### src/core/chb_cfg_pkg.sv
// Purpose: Constants for second-channel line length and test vertical size block
// Assumes: Avalon-MM register access, one 100 MHz clock
// Notes:   Summary of operation below
// Summary of operation
// Second channel line length is 12 bits: low register gives 7:0, high register 3:0 gives 11:8.
// With a single input configured the second channel line length is not used at all.
// In odd/even dual input the second length counts even pixels per line on input two.
// In left/right dual input the second length counts right-half pixels to output two.
// In two-stream mode the second length is the active pixels per line of stream two.
// With right trimming in left/right mode software loads the trimmed right pixel count.
// The first 12-bit vertical size sets the test pattern frame height on output one, and on output two outside two-stream mode.
// The second vertical size applies to output two only when channel mode is 10 and dual output is selected.
// Channel mode 10 with dual output selected means two independent single streams.
// Test line counter starts at zero, wraps after the set size, one vsync per frame.
package chb_cfg_pkg;
  localparam logic [7:0]  OFS_LEN2_LO    = 8'h22;
  localparam logic [7:0]  OFS_LEN2_HI    = 8'h23;
  localparam logic [7:0]  OFS_VS1_LO     = 8'h24;
  localparam logic [7:0]  OFS_VS1_HI     = 8'h25;
  localparam logic [7:0]  OFS_VS2_LO     = 8'h26;
  localparam logic [7:0]  OFS_VS2_HI     = 8'h27;
  localparam logic [7:0]  OFS_MODE       = 8'h28;
  localparam logic [7:0]  OFS_STATUS     = 8'h29;
  localparam int          HI_W           = 4;
  localparam logic [7:0]  REG_RST        = 8'h00;
  localparam logic [1:0]  MODE_RST       = 2'h0;
  localparam int          MODE_CH_LSB    = 0;
  localparam int          MODE_DUALIN    = 2;
  localparam int          MODE_DUALOUT   = 3;
  localparam int          MODE_ODDEVEN   = 4;
  localparam logic [1:0]  CHMODE_TWO     = 2'h2;
  typedef enum logic [1:0] {
    USE_NONE     = 2'h0,
    USE_ODD_EVEN = 2'h1,
    USE_TWO_STR  = 2'h3,
    USE_LEFT_RT  = 2'h2
  } len_use_e;
endpackage

### src/core/chb_line_length_and_test_vsize.sv
// Purpose: Second-channel line length, test pattern vertical sizes and line counters
// Assumes: Avalon-MM slave, word offsets are register indexes (byte address = 4 x index)
// Notes:   Test line advance comes in as a one-cycle enable
module chb_line_length_and_test_vsize
  import chb_cfg_pkg::*;
#(
  parameter int LEN_W = 12
) (
  input  wire logic             sys_clk_i,
  input  wire logic             rstn_i,
  input  wire logic [9:0]       avs_address_i,
  input  wire logic             avs_read_i,
  input  wire logic             avs_write_i,
  input  wire logic [31:0]      avs_writedata_i,
  input  wire logic [3:0]       avs_byteenable_i,
  output logic [31:0]           avs_readdata_o,
  output logic                  avs_waitrequest_o,
  output logic [1:0]            avs_response_o,
  input  wire logic             line_en_i,
  output logic [LEN_W-1:0]      len2_o,
  output logic                  len2_valid_o,
  output logic [1:0]            len2_use_o,
  output logic [LEN_W-1:0]      vsize2_o,
  output logic [LEN_W-1:0]      line1_o,
  output logic [LEN_W-1:0]      line2_o,
  output logic                  vsync1_o,
  output logic                  vsync2_o
);

  logic [7:0]       regs_r   [0:6];
  logic [7:0]       regs_nxt [0:6];
  logic [31:0]      rdata_r,  rdata_nxt;
  logic [1:0]       resp_r,   resp_nxt;
  logic             ack_r,    ack_nxt;
  logic [LEN_W-1:0] cnt1_r,   cnt1_nxt;
  logic [LEN_W-1:0] cnt2_r,   cnt2_nxt;
  logic             vs1_r,    vs1_nxt;
  logic             vs2_r,    vs2_nxt;
  logic [LEN_W-1:0] len2_r,   len2_nxt;
  logic             lval_r,   lval_nxt;
  logic [1:0]       use_r,    use_nxt;
  logic [LEN_W-1:0] vs2sz_r,  vs2sz_nxt;
  logic [LEN_W-1:0] vsize1;
  logic             two_str;

  // Register index decode
  function automatic int reg_idx(input logic [7:0] a);
    if (a >= OFS_LEN2_LO && a <= OFS_MODE) begin
      return int'(a - OFS_LEN2_LO);
    end
    return -1;
  endfunction

  // Join low byte and 4-bit high part
  function automatic logic [LEN_W-1:0] join12(input logic [7:0] lo, input logic [7:0] hi);
    return LEN_W'({hi[HI_W-1:0], lo});
  endfunction

  logic [7:0] widx;
  logic       hit;
  logic       req;
  assign req  = (avs_read_i | avs_write_i) & ~ack_r;
  assign widx = avs_address_i[9:2];
  assign hit  = (avs_address_i[1:0] == 2'h0) &&
                ((reg_idx(widx) >= 0) || (widx == OFS_STATUS));

  // Bus access, one wait cycle
  always_comb begin
    for (int i = 0; i < 7; i++) begin
      regs_nxt[i] = regs_r[i];
    end
    // Read data and response stand until the next access
    rdata_nxt = rdata_r;
    resp_nxt  = resp_r;
    ack_nxt   = req;
    if (req) begin
      resp_nxt = hit ? 2'h0 : 2'h2;
      if (avs_read_i) begin
        rdata_nxt = 32'h0000_0000;
      end
      if (avs_write_i && avs_byteenable_i[0] && reg_idx(widx) >= 0) begin
        regs_nxt[reg_idx(widx)] = avs_writedata_i[7:0];
      end
      if (avs_read_i && reg_idx(widx) >= 0) begin
        rdata_nxt = {24'h00_0000, regs_r[reg_idx(widx)]};
      end else if (avs_read_i && widx == OFS_STATUS) begin
        rdata_nxt = {30'h0000_0000, vs2_r, vs1_r};
      end
    end
  end

  always_ff @(posedge sys_clk_i) begin
    if (!rstn_i) begin
      for (int i = 0; i < 7; i++) begin
        regs_r[i] <= REG_RST;
      end
      rdata_r <= 32'h0000_0000;
      resp_r  <= 2'h0;
      ack_r   <= 1'b0;
    end else begin
      for (int i = 0; i < 7; i++) begin
        regs_r[i] <= regs_nxt[i];
      end
      rdata_r <= rdata_nxt;
      resp_r  <= resp_nxt;
      ack_r   <= ack_nxt;
    end
  end

  assign avs_waitrequest_o = (avs_read_i | avs_write_i) & ~ack_r;
  assign avs_readdata_o    = rdata_r;
  assign avs_response_o    = resp_r;

  // Two independent streams
  assign two_str = (regs_r[6][MODE_CH_LSB +: 2] == CHMODE_TWO) && regs_r[6][MODE_DUALOUT];
  // First vertical size
  assign vsize1  = join12(regs_r[2], regs_r[3]);

  // Mode-dependent use of second length
  always_comb begin
    // Join line length
    len2_nxt  = join12(regs_r[0], regs_r[1]);
    lval_nxt  = 1'b1;
    use_nxt   = USE_NONE;
    // Second size gated
    vs2sz_nxt = two_str ? join12(regs_r[4], regs_r[5]) : vsize1;
    if (!regs_r[6][MODE_DUALIN]) begin
      // Single input ignores
      len2_nxt = '0;
      lval_nxt = 1'b0;
    end else if (two_str) begin
      // Stream two length
      use_nxt = USE_TWO_STR;
    end else if (regs_r[6][MODE_ODDEVEN]) begin
      // Even pixel count
      use_nxt = USE_ODD_EVEN;
    end else begin
      // Right half count, trimmed by software
      use_nxt = USE_LEFT_RT;
    end
  end

  // Line counters and vsync
  always_comb begin
    cnt1_nxt = cnt1_r;
    cnt2_nxt = cnt2_r;
    vs1_nxt  = 1'b0;
    vs2_nxt  = 1'b0;
    if (line_en_i) begin
      if (cnt1_r + 1'b1 >= vsize1) begin
        cnt1_nxt = '0;
        vs1_nxt  = 1'b1;
      end else begin
        cnt1_nxt = cnt1_r + 1'b1;
      end
      if (cnt2_r + 1'b1 >= vs2sz_r) begin
        cnt2_nxt = '0;
        vs2_nxt  = 1'b1;
      end else begin
        cnt2_nxt = cnt2_r + 1'b1;
      end
    end
  end

  always_ff @(posedge sys_clk_i) begin
    if (!rstn_i) begin
      cnt1_r  <= '0;
      cnt2_r  <= '0;
      vs1_r   <= 1'b0;
      vs2_r   <= 1'b0;
      len2_r  <= '0;
      lval_r  <= 1'b0;
      use_r   <= USE_NONE;
      vs2sz_r <= '0;
    end else begin
      cnt1_r  <= cnt1_nxt;
      cnt2_r  <= cnt2_nxt;
      vs1_r   <= vs1_nxt;
      vs2_r   <= vs2_nxt;
      len2_r  <= len2_nxt;
      lval_r  <= lval_nxt;
      use_r   <= use_nxt;
      vs2sz_r <= vs2sz_nxt;
    end
  end

  assign len2_o       = len2_r;
  assign len2_valid_o = lval_r;
  assign len2_use_o   = use_r;
  assign vsize2_o     = vs2sz_r;
  assign line1_o      = cnt1_r;
  assign line2_o      = cnt2_r;
  assign vsync1_o     = vs1_r;
  assign vsync2_o     = vs2_r;

endmodule // chb_line_length_and_test_vsize

### config.mk
export PLATFORM = sky130hd
export DESIGN_NAME = chb_line_length_and_test_vsize
export DESIGN_NICKNAME = d
export VERILOG_FILES = /design/src/core/chb_cfg_pkg.sv /design/src/core/chb_line_length_and_test_vsize.sv
export SDC_FILE = /design/constraint.sdc
export NUM_CORES = 1
export LEC_CHECK = 0
export BUFFER_PORTS_ARGS = -buffer_cell sky130_fd_sc_hd__buf_2
export CAP_MARGIN = 0
export CORE_ASPECT_RATIO = 0.75
export CORE_UTILIZATION = 30
export CTS_BUF_LIST = sky130_fd_sc_hd__clkbuf_4 sky130_fd_sc_hd__clkbuf_8
export CTS_CLUSTER_DIAMETER = 30
export DETAILED_ROUTE_END_ITERATION = 8
export HOLD_SLACK_MARGIN = 0.1
export PLACE_DENSITY_LB_ADDON = 0.08
export SLEW_MARGIN = 20
export SYNTH_ARGS = -nofsm -noshare
export SYNTH_HDL_FRONTEND = slang
export SYNTH_SLANG_ARGS = --single-unit
### constraint.sdc
create_clock -name sys_clk_i -period 4 [get_ports sys_clk_i]
set_input_delay 0.8 -clock sys_clk_i [delete_from_list [all_inputs] [get_ports sys_clk_i]]
set_output_delay 0.8 -clock sys_clk_i [all_outputs]
set_load 0.02 [all_outputs]
==> tab_implementation.tex, run 1 <==
\begin{tabular}{lr}
\hline
Metric & Value \\
\hline
\multicolumn{2}{l}{\textbf{Clock network}} \\
CTS clock-pin slew for the worst setup and hold paths & about 0.07 ns \\
Max clock buf depth & 2 \\
Library cell used as clock root buffer & clkbuf\_8 \\
H-tree levels & 4 \\
PostCTS Resize Cnt & 0 \\
Post-CTS setup-driven buffer insertion count & 0 \\
Cts bufs inserted & 17 \\
CTS tree & built \\
Clk Latency, worst-skew pair & between 0.4 and 0.5 ns \\
Number of buffers added to fix hold violations after cts & 0 \\
Total clock sinks & 119 \\
\multicolumn{2}{l}{\textbf{Floorplan}} \\
Number of core rows & 44 \\
Horiz. Die Dim & around 160 um \\
Chip Height & around 120 um \\
Die ar. & approximately 20000 um2 \\
Core footprint & 19300 um2 \\
Effective utilization at floorplan & between 30 and 40\% \\
Count of pins on the block boundary & 139 \\
\multicolumn{2}{l}{\textbf{Global routing}} \\
Pin count of the biggest net entering global routing & 74 \\
All-layer global routing usage & 17.1\% \\
Number of global-route vias before repair & between 4000 and 5000 \\
Number of antenna violations at the first check in global routing & 0 \\
Sum of overflow across all layers after global routing & 0 \\
First-pass GRT wire length & 26.1 mm \\
\multicolumn{2}{l}{\textbf{STA}} \\
Final clock period utilization by the worst path & 82.0\% \\
Worst slew slack as a fraction of its limit & 38.4\% \\
RSZ-0062 raised after global routing & false \\
Worst clock skew on the final layout & approximately 0.011 ns \\
Final count of pins violating max slew & 0 \\
Pin slew with the least headroom to its limit & a little over 0.9 ns \\
Final hold vios & 0 \\
Final critical delay including setup and external delays & about 3.3 ns \\
Highest attainable clock frequency & 0.305 GHz \\
Final total negative setup slack & 0 ns \\
Final setup violation count & 0 \\
\multicolumn{2}{l}{\textbf{Worst hold path}} \\
Kind of path behind the tightest hold check & flop to flop \\
\multicolumn{2}{l}{\textbf{Yosys}} \\
Share of synthesized area occupied by flip-flops and latches & 40.3\% \\
Synthesized-area fraction occupied by adder cells & 5.92\% \\
Simple-gate portion of the synthesized area & 19.2\% \\
Synthesized-area fraction occupied by ao, oa, aoi and oai cells & 14.3\% \\
Number of warning messages in the yosys log & 0 \\
Avg Cell Area, Syn & 8.77 um2 \\
FF+latch count, synth & 119 \\
Portion of netlist area occupied by mux cells & 10.7\% \\
Xor and xnor area share after synthesis & 2.22\% \\
Ys flop type & dfxtp\_1 \\
Main combinational cell family by area after synthesis & simple AND/OR/NAND/NOR gates \\
Post-synthesis cell type count & 54 \\
Number of enable flip-flop cells after synthesis & 0 \\
Netlist area before placement & 5920 um2 \\
Instance count of the mapped netlist & between 600 and 700 \\
Proportion of register bits with asynchronous set or reset after synthesis & 0\% \\
\multicolumn{2}{l}{\textbf{Pwr}} \\
Leakage power figure & $\sim$0.0031 uW \\
VDD IR max & $\sim$160 uV \\
Pwr dens & 352 nW/um2 \\
\multicolumn{2}{l}{\textbf{Finish}} \\
Commonest non-fill, non-tap cells in the layout & 129 x nand2\_1, 119 x dfxtp\_1, 86 x buf\_2 \\
Filler cell count in the final layout & between 2000 and 2500 \\
Total area of multi-input combinational cells & 3190 um2 \\
Sequential Area & 2380 um2 \\
Final design area excluding fillers & 6920 um2 \\
Most frequent standard cell in the layout excluding fill and tap cells & nand2\_1 \\
Antenna cells & 0 \\
Ratio of cells with drive above 1 in the final layout & 18.6\% \\
Area growth from synthesis to final layout & 16.9\% \\
Nets & 841 \\
\multicolumn{2}{l}{\textbf{Critical path}} \\
Nature of the critical path endpoint & flop \\
Critical path data required time & between 4 and 5 ns \\
Crit path kind & flop to flop \\
Arrival time at the worst endpoint & 3.65 ns \\
Maximum fanout along the worst path & 8 \\
Startpoint type of the worst setup path & flop \\
\multicolumn{2}{l}{\textbf{Detailed routing}} \\
Vias per cell & 4.87 \\
Vias & 5001 \\
Final ANT Viol Nets & 0 \\
Post-detailed-route DRC marker count & 0 \\
Total wirelength of the detailed-routed design & 16.7 mm \\
Detailed router's first-iteration violation count & 265 \\
Detailed Routing Iterations Pass 1 & 4 \\
Average wire per standard cell & 16.2 um \\
\multicolumn{2}{l}{\textbf{Placement}} \\
Number of port buffers & 86 \\
Placed instance area & 6520 um2 \\
GP Congestion & $\sim$0.83 \\
Detailed-placement wirelength estimate & 12.5 mm \\
\multicolumn{2}{l}{\textbf{Job}} \\
Max-cap viol count & 0 \\
\multicolumn{2}{l}{\textbf{Outcome}} \\
Outcome & complete, no violations \\
\hline
\end{tabular}
==> metal layers <==
| layer | up-vias | GRT usage, % | share of wire, % |
|---|---|---|---|
| li1 | 2489 | - | - |
| met4 | 0 | 4.92 | 0.96 |
| met5 | - | 0 | 0 |
| met2 | 125 | 26.0 | 43 |
| met3 | 12 | 3.73 | 4.4 |
| met1 | 2375 | 24.1 | 52 |
==> cells by family (layout without fill, tap and decap cells) <==
family | count (synthesis) | count (layout)
buf+inv | 82 | 157
fa+ha+maj | 28 | 28
simple gates | 246 | 246
flops | 119 | 119
xor+xnor | 15 | 15
compound gates | 121 | 121
other cells | 1 | 25
mux | 63 | 63
==> synthesized netlist by cell type (5+ instances only) <==
cell type | count | area [um2]
a32o_1 | 15 | 150
a21o_1 | 8 | 60.1
nand2b_1 | 6 | 37.5
xor2_1 | 7 | 61.3
clkbuf_1 | 20 | 75.1
nor2b_1 | 7 | 43.8
o21ai_0 | 25 | 125
a31oi_1 | 5 | 31.3
xnor2_1 | 8 | 70.1
o211ai_1 | 5 | 37.5
inv_1 | 27 | 101
a221oi_1 | 6 | 52.6
buf_4 | 28 | 210
nand3_1 | 23 | 115
nand2_1 | 129 | 484
dfxtp_1 | 119 | 2380
ha_1 | 28 | 350
and3_1 | 19 | 119
mux2i_1 | 59 | 591
a22o_1 | 5 | 43.8
nor2_1 | 34 | 128
a21oi_1 | 30 | 150
==> state kept, by name, summed over array words and instances (netlist names), 2 cells and up <==
name	flops
avs_readdata_o	8
regs_r	56
vsize2_o	12
len2_use_o	2
len2_o	12
line1_o	12
line2_o	12
==> worst max-delay path: stages, from the launching register on <==
cell and delay, ns:
dfxtp_1 0.46, ha_1 0.24, nand3_1 0.14, nor2_1 0.20, xor2_1 0.29, ha_1 0.30, a21o_1 0.18, a211o_1 0.32
a211o_1 0.25, a21oi_1 0.59, a32o_1 0.26
==> layout make-up <==
type,count,share of cell area (%)
timing repair buffer,98,7.53
clock buffer,23,4.40
tap,253,4.58
multi-input combinational,498,46.1
inverter,28,1.52
sequential,119,34.4
clock inverter,8,1.39
==> power breakdown <==
group / leakage [uW] / total, uW / internal, uW / switching, uW
clock: 0.000208 / 1110 / 627 / 484
sequential: 0.000959 / 1190 / 1190 / 3.04
combinational: 0.00193 / 133 / 31.4 / 101
==> stage by stage <==
step / hold WS (ns) / cells / setup WS (ns) / utilization (%) / power [uW]
2_1_floorplan: 0.431 / 699 / 1.01 / - / 1330
5_1_grt: 0.472 / 1027 / 0.441 / 35.8 / 2540
6_report: 0.457 / 1027 / 0.722 / 35.8 / 2440
3_5_place_dp: 0.449 / 996 / 0.801 / 33.7 / 1350
4_1_cts: 0.459 / 1027 / 0.731 / 35.8 / 2470
3_3_place_gp: 0.439 / 996 / 0.785 / 33.7 / 1350
==> path summary, 6_finish.rpt <==
path,start,to,slack [ns],cells after the start
worst min register to register,regs_r[5][6]$_SDFFE_PN0P_,regs_r[5][6]$_SDFFE_PN0P_,0.46,2
worst max register to register,line1_o[0]$_SDFFE_PN0P_,line1_o[2]$_SDFFE_PN0P_,0.72,10
worst min-delay path,regs_r[5][6]$_SDFFE_PN0P_,regs_r[5][6]$_SDFFE_PN0P_,0.46,2
worst max-delay path,line1_o[0]$_SDFFE_PN0P_,line1_o[2]$_SDFFE_PN0P_,0.72,10
No activity file was read; power rests on OpenSTA's default activity.
==> inputs of run 2 (changes only) <==
Clock period 4 ns to 3.1 ns, I/O delays scaled along.
==> run 2 against run 1 <==
Against the previous run:
- count of clock-buffer cells in the layout decreased by 2
- final cell count grew 1.5%
- die area stayed put
- largest cell class unchanged
- utilization grew 0.87 points
- highest routed layer unchanged
==> tab_implementation.tex, run 2 (synthesized netlist as in run 1, its figures left out) <==
\begin{tabular}{lr}
\hline
Metric & Value \\
\hline
\multicolumn{2}{l}{\textbf{Outcome}} \\
Outcome & complete, no violations \\
\multicolumn{2}{l}{\textbf{Detailed routing}} \\
Post-detailed-route DRC marker count & 0 (unchanged) \\
Final ANT Viol Nets & 0 (unchanged) \\
Total wirelength of the detailed-routed design & 16.8 mm (+0.97\%) \\
Detailed router's first-iteration violation count & 248 (-6.4\%) \\
Detailed Routing Iterations Pass 1 & 7 (+3) \\
Average wire per standard cell & 16.2 um (-0.48\%) \\
Vias per cell & 4.88 (+0.20\%) \\
Vias & 5084 (+1.7\%) \\
\multicolumn{2}{l}{\textbf{Finish}} \\
Most frequent standard cell in the layout excluding fill and tap cells & nand2\_1 \\
Ratio of cells with drive above 1 in the final layout & 21.0\% (+2.4 points) \\
Nets & 855 (+1.7\%) \\
Area growth from synthesis to final layout & 19.8\% \\
Register ranked first by flip-flop count & regs\_r \\
Commonest non-fill, non-tap cells in the layout & 129 x nand2\_1, 118 x dfxtp\_1, 86 x buf\_2 \\
Antenna cells & 0 (unchanged) \\
Max reg flops & 56 (unchanged) \\
Filler cell count in the final layout & 2040 (+0.34\%) \\
\multicolumn{2}{l}{\textbf{Worst hold path}} \\
Startpoint of the lowest-slack hold path & regs\_r[3][4]\$\_SDFFE\_PN0P\_ \\
Kind of path behind the tightest hold check & flop to flop \\
\multicolumn{2}{l}{\textbf{Critical path}} \\
Max incr delay on CP & 0.39 ns (-0.20 ns) \\
Crit path kind & flop to flop \\
Total number of cells along the worst setup path & 11 (+1) \\
Reg2Reg Capture Point & line1\_o[11]\$\_SDFFE\_PN0P\_ \\
Critical-path cell with the highest stage delay & a211o\_4 \\
Launching point of the worst reg2reg path & line1\_o[0]\$\_SDFFE\_PN0P\_ \\
Startpoint type of the worst setup path & flop \\
Buf/Inv on CP & 0 (unchanged) \\
FF-to-FF setup slack & 0.14 ns (-0.58 ns) \\
Maximum fanout along the worst path & 7 (-1) \\
Nature of the critical path endpoint & flop \\
Critical path launch point & line1\_o[0]\$\_SDFFE\_PN0P\_ \\
Arrival time at the worst endpoint & 3.33 ns (-0.32 ns) \\
Critical path data required time & 3.47 ns (-0.91 ns) \\
Crit-path leading delay family & compound AO/OA/AOI/OAI gates \\
Crit path cell chain & ha\_1, nand3\_2, nor2\_2, xor2\_2, ha\_1, a21o\_1, a211o\_1, a211o\_1, a211o\_4, or3\_1, o211ai\_1 \\
Endpoint of the most critical setup path & line1\_o[11]\$\_SDFFE\_PN0P\_ \\
Length in cells of the worst reg-to-reg path & 11 (+1) \\
\multicolumn{2}{l}{\textbf{STA}} \\
Final worst-path setup slack & 0.137 ns (-0.584 ns) \\
Highest attainable clock frequency & 0.338 GHz (+11\%) \\
Final clock period utilization by the worst path & 95.6\% (+14 points) \\
Final total negative setup slack & 0 ns (unchanged) \\
Worst slew slack as a fraction of its limit & 40.7\% (+2.3 points) \\
Final critical delay including setup and external delays & 2.96 ns (-0.316 ns) \\
Final count of pins violating max slew & 0 (unchanged) \\
Pin slew with the least headroom to its limit & 0.886 ns (-0.0350 ns) \\
Worst clock skew on the final layout & 0.0122 ns (+0.00163 ns) \\
Final setup violation count & 0 (unchanged) \\
Final hold vios & 0 (unchanged) \\
\multicolumn{2}{l}{\textbf{Placement}} \\
GP Congestion & 0.847 (+1.7\%) \\
Detailed-placement wirelength estimate & 12.8 mm (+2.3\%) \\
Minimum setup slack after placement & 0.0128 ns (-0.788 ns) \\
Number of port buffers & 86 (unchanged) \\
\multicolumn{2}{l}{\textbf{Clock network}} \\
Clk Latency, worst-skew pair & 0.45 ns (+0.02 ns) \\
Cts bufs inserted & 17 (unchanged) \\
Max clock buf depth & 2 (unchanged) \\
CTS clock-pin slew for the worst setup and hold paths & 0.08 ns (about the same) \\
Number of buffers added to fix hold violations after cts & 0 (unchanged) \\
Library cell used as clock root buffer & clkbuf\_8 \\
CTS tree & built \\
H-tree levels & 4 (unchanged) \\
Total clock sinks & 119 (unchanged) \\
\multicolumn{2}{l}{\textbf{Global routing}} \\
Number of antenna violations at the first check in global routing & 0 (unchanged) \\
All-layer global routing usage & 17.3\% (+0.18 points) \\
Pin count of the biggest net entering global routing & 36 (-51\%) \\
Number of global-route vias before repair & 4886 (+2.1\%) \\
First-pass GRT wire length & 26.3 mm (+0.71\%) \\
Sum of overflow across all layers after global routing & 0 (unchanged) \\
\multicolumn{2}{l}{\textbf{Floorplan}} \\
Die ar. & 20300 um2 (unchanged) \\
Effective utilization at floorplan & 30.6\% (unchanged) \\
Chip Height & 124 um (unchanged) \\
Core footprint & 19300 um2 (unchanged) \\
Count of pins on the block boundary & 139 (unchanged) \\
Horiz. Die Dim & 164 um (unchanged) \\
Number of core rows & 44 (unchanged) \\
\multicolumn{2}{l}{\textbf{Job}} \\
Max-cap viol count & 0 (unchanged) \\
\multicolumn{2}{l}{\textbf{Pwr}} \\
Leakage power figure & 0.00318 uW (+2.7\%) \\
VDD IR max & 218 uV (+34\%) \\
Pwr dens & 457 nW/um2 (+30\%) \\
\hline
\end{tabular}
run 2: where the power goes:
| part | internal, uW | switching (uW) |
|---|---|---|
| registers | 1530 | 3.78 |
| clock network | 869 | 657 |
| logic | 42.0 | 131 |
run 2: how the worst min path moves through the flow:
stage	end	depth (start not counted)
after global placement	regs_r[5][7]$_SDFFE_PN0P_	2
after floorplan	regs_r[1][6]$_SDFFE_PN0P_	2
after detailed placement	regs_r[5][5]$_SDFFE_PN0P_	2
after global routing	ack_r$_SDFF_PN0_	3
final	regs_r[3][4]$_SDFFE_PN0P_	2
after CTS	ack_r$_SDFF_PN0_	3
run 2: final cells by class:
type,instances,area [um2],area share [%]
Clock inverter,11,146,2.07
Sequential cell,119,2380,33.6
Timing Repair Buffer,112,626,8.83
Clock buffer,21,283,3.99
Multi-Input combinational cell,498,3230,45.5
Tap cell,253,317,4.47
Inverter,28,105,1.48
run 2: per-layer routing:
layer  share of wire, %  vias up  global-route usage (%)
met1                 51     2438                    24.1
met3                5.0       10                    4.50
met4               0.91        0                    4.92
li1                   -     2510                       -
met2                 43      126                    26.1
met5                  0        -                       0
run 2: what timing repair did:
action,CTS,global route
buffers inserted,0,1
setup endpoints to repair,7,18
resized for setup,1,7
endpoints found under the hold margin,0,0
cloned,0,0
pin swaps,0,1
run 2: worst register-to-register path, delay by kind of cell, from the launching register on:
family,cells,cell delay (ns)
and+or+nand+nor,3,0.61
xor gates and xnor gates,1,0.18
DFF,1,0.35
adders and majority gates,2,0.47
AOI/OAI and AO/OA,5,1.26
run 2: stage by stage:
step	hold WS, ns	utilization, %	std cells	instance area, um2	power (uW)
after floorplan	0.431	-	699	6010	1710
after global placement	0.442	34.2	1009	6610	1740
after detailed placement	0.448	34.2	1009	6610	1740
after CTS	0.445	36.5	1041	7050	3280
after global routing	0.456	36.7	1042	7090	3370
final	0.461	36.7	1042	7090	3230
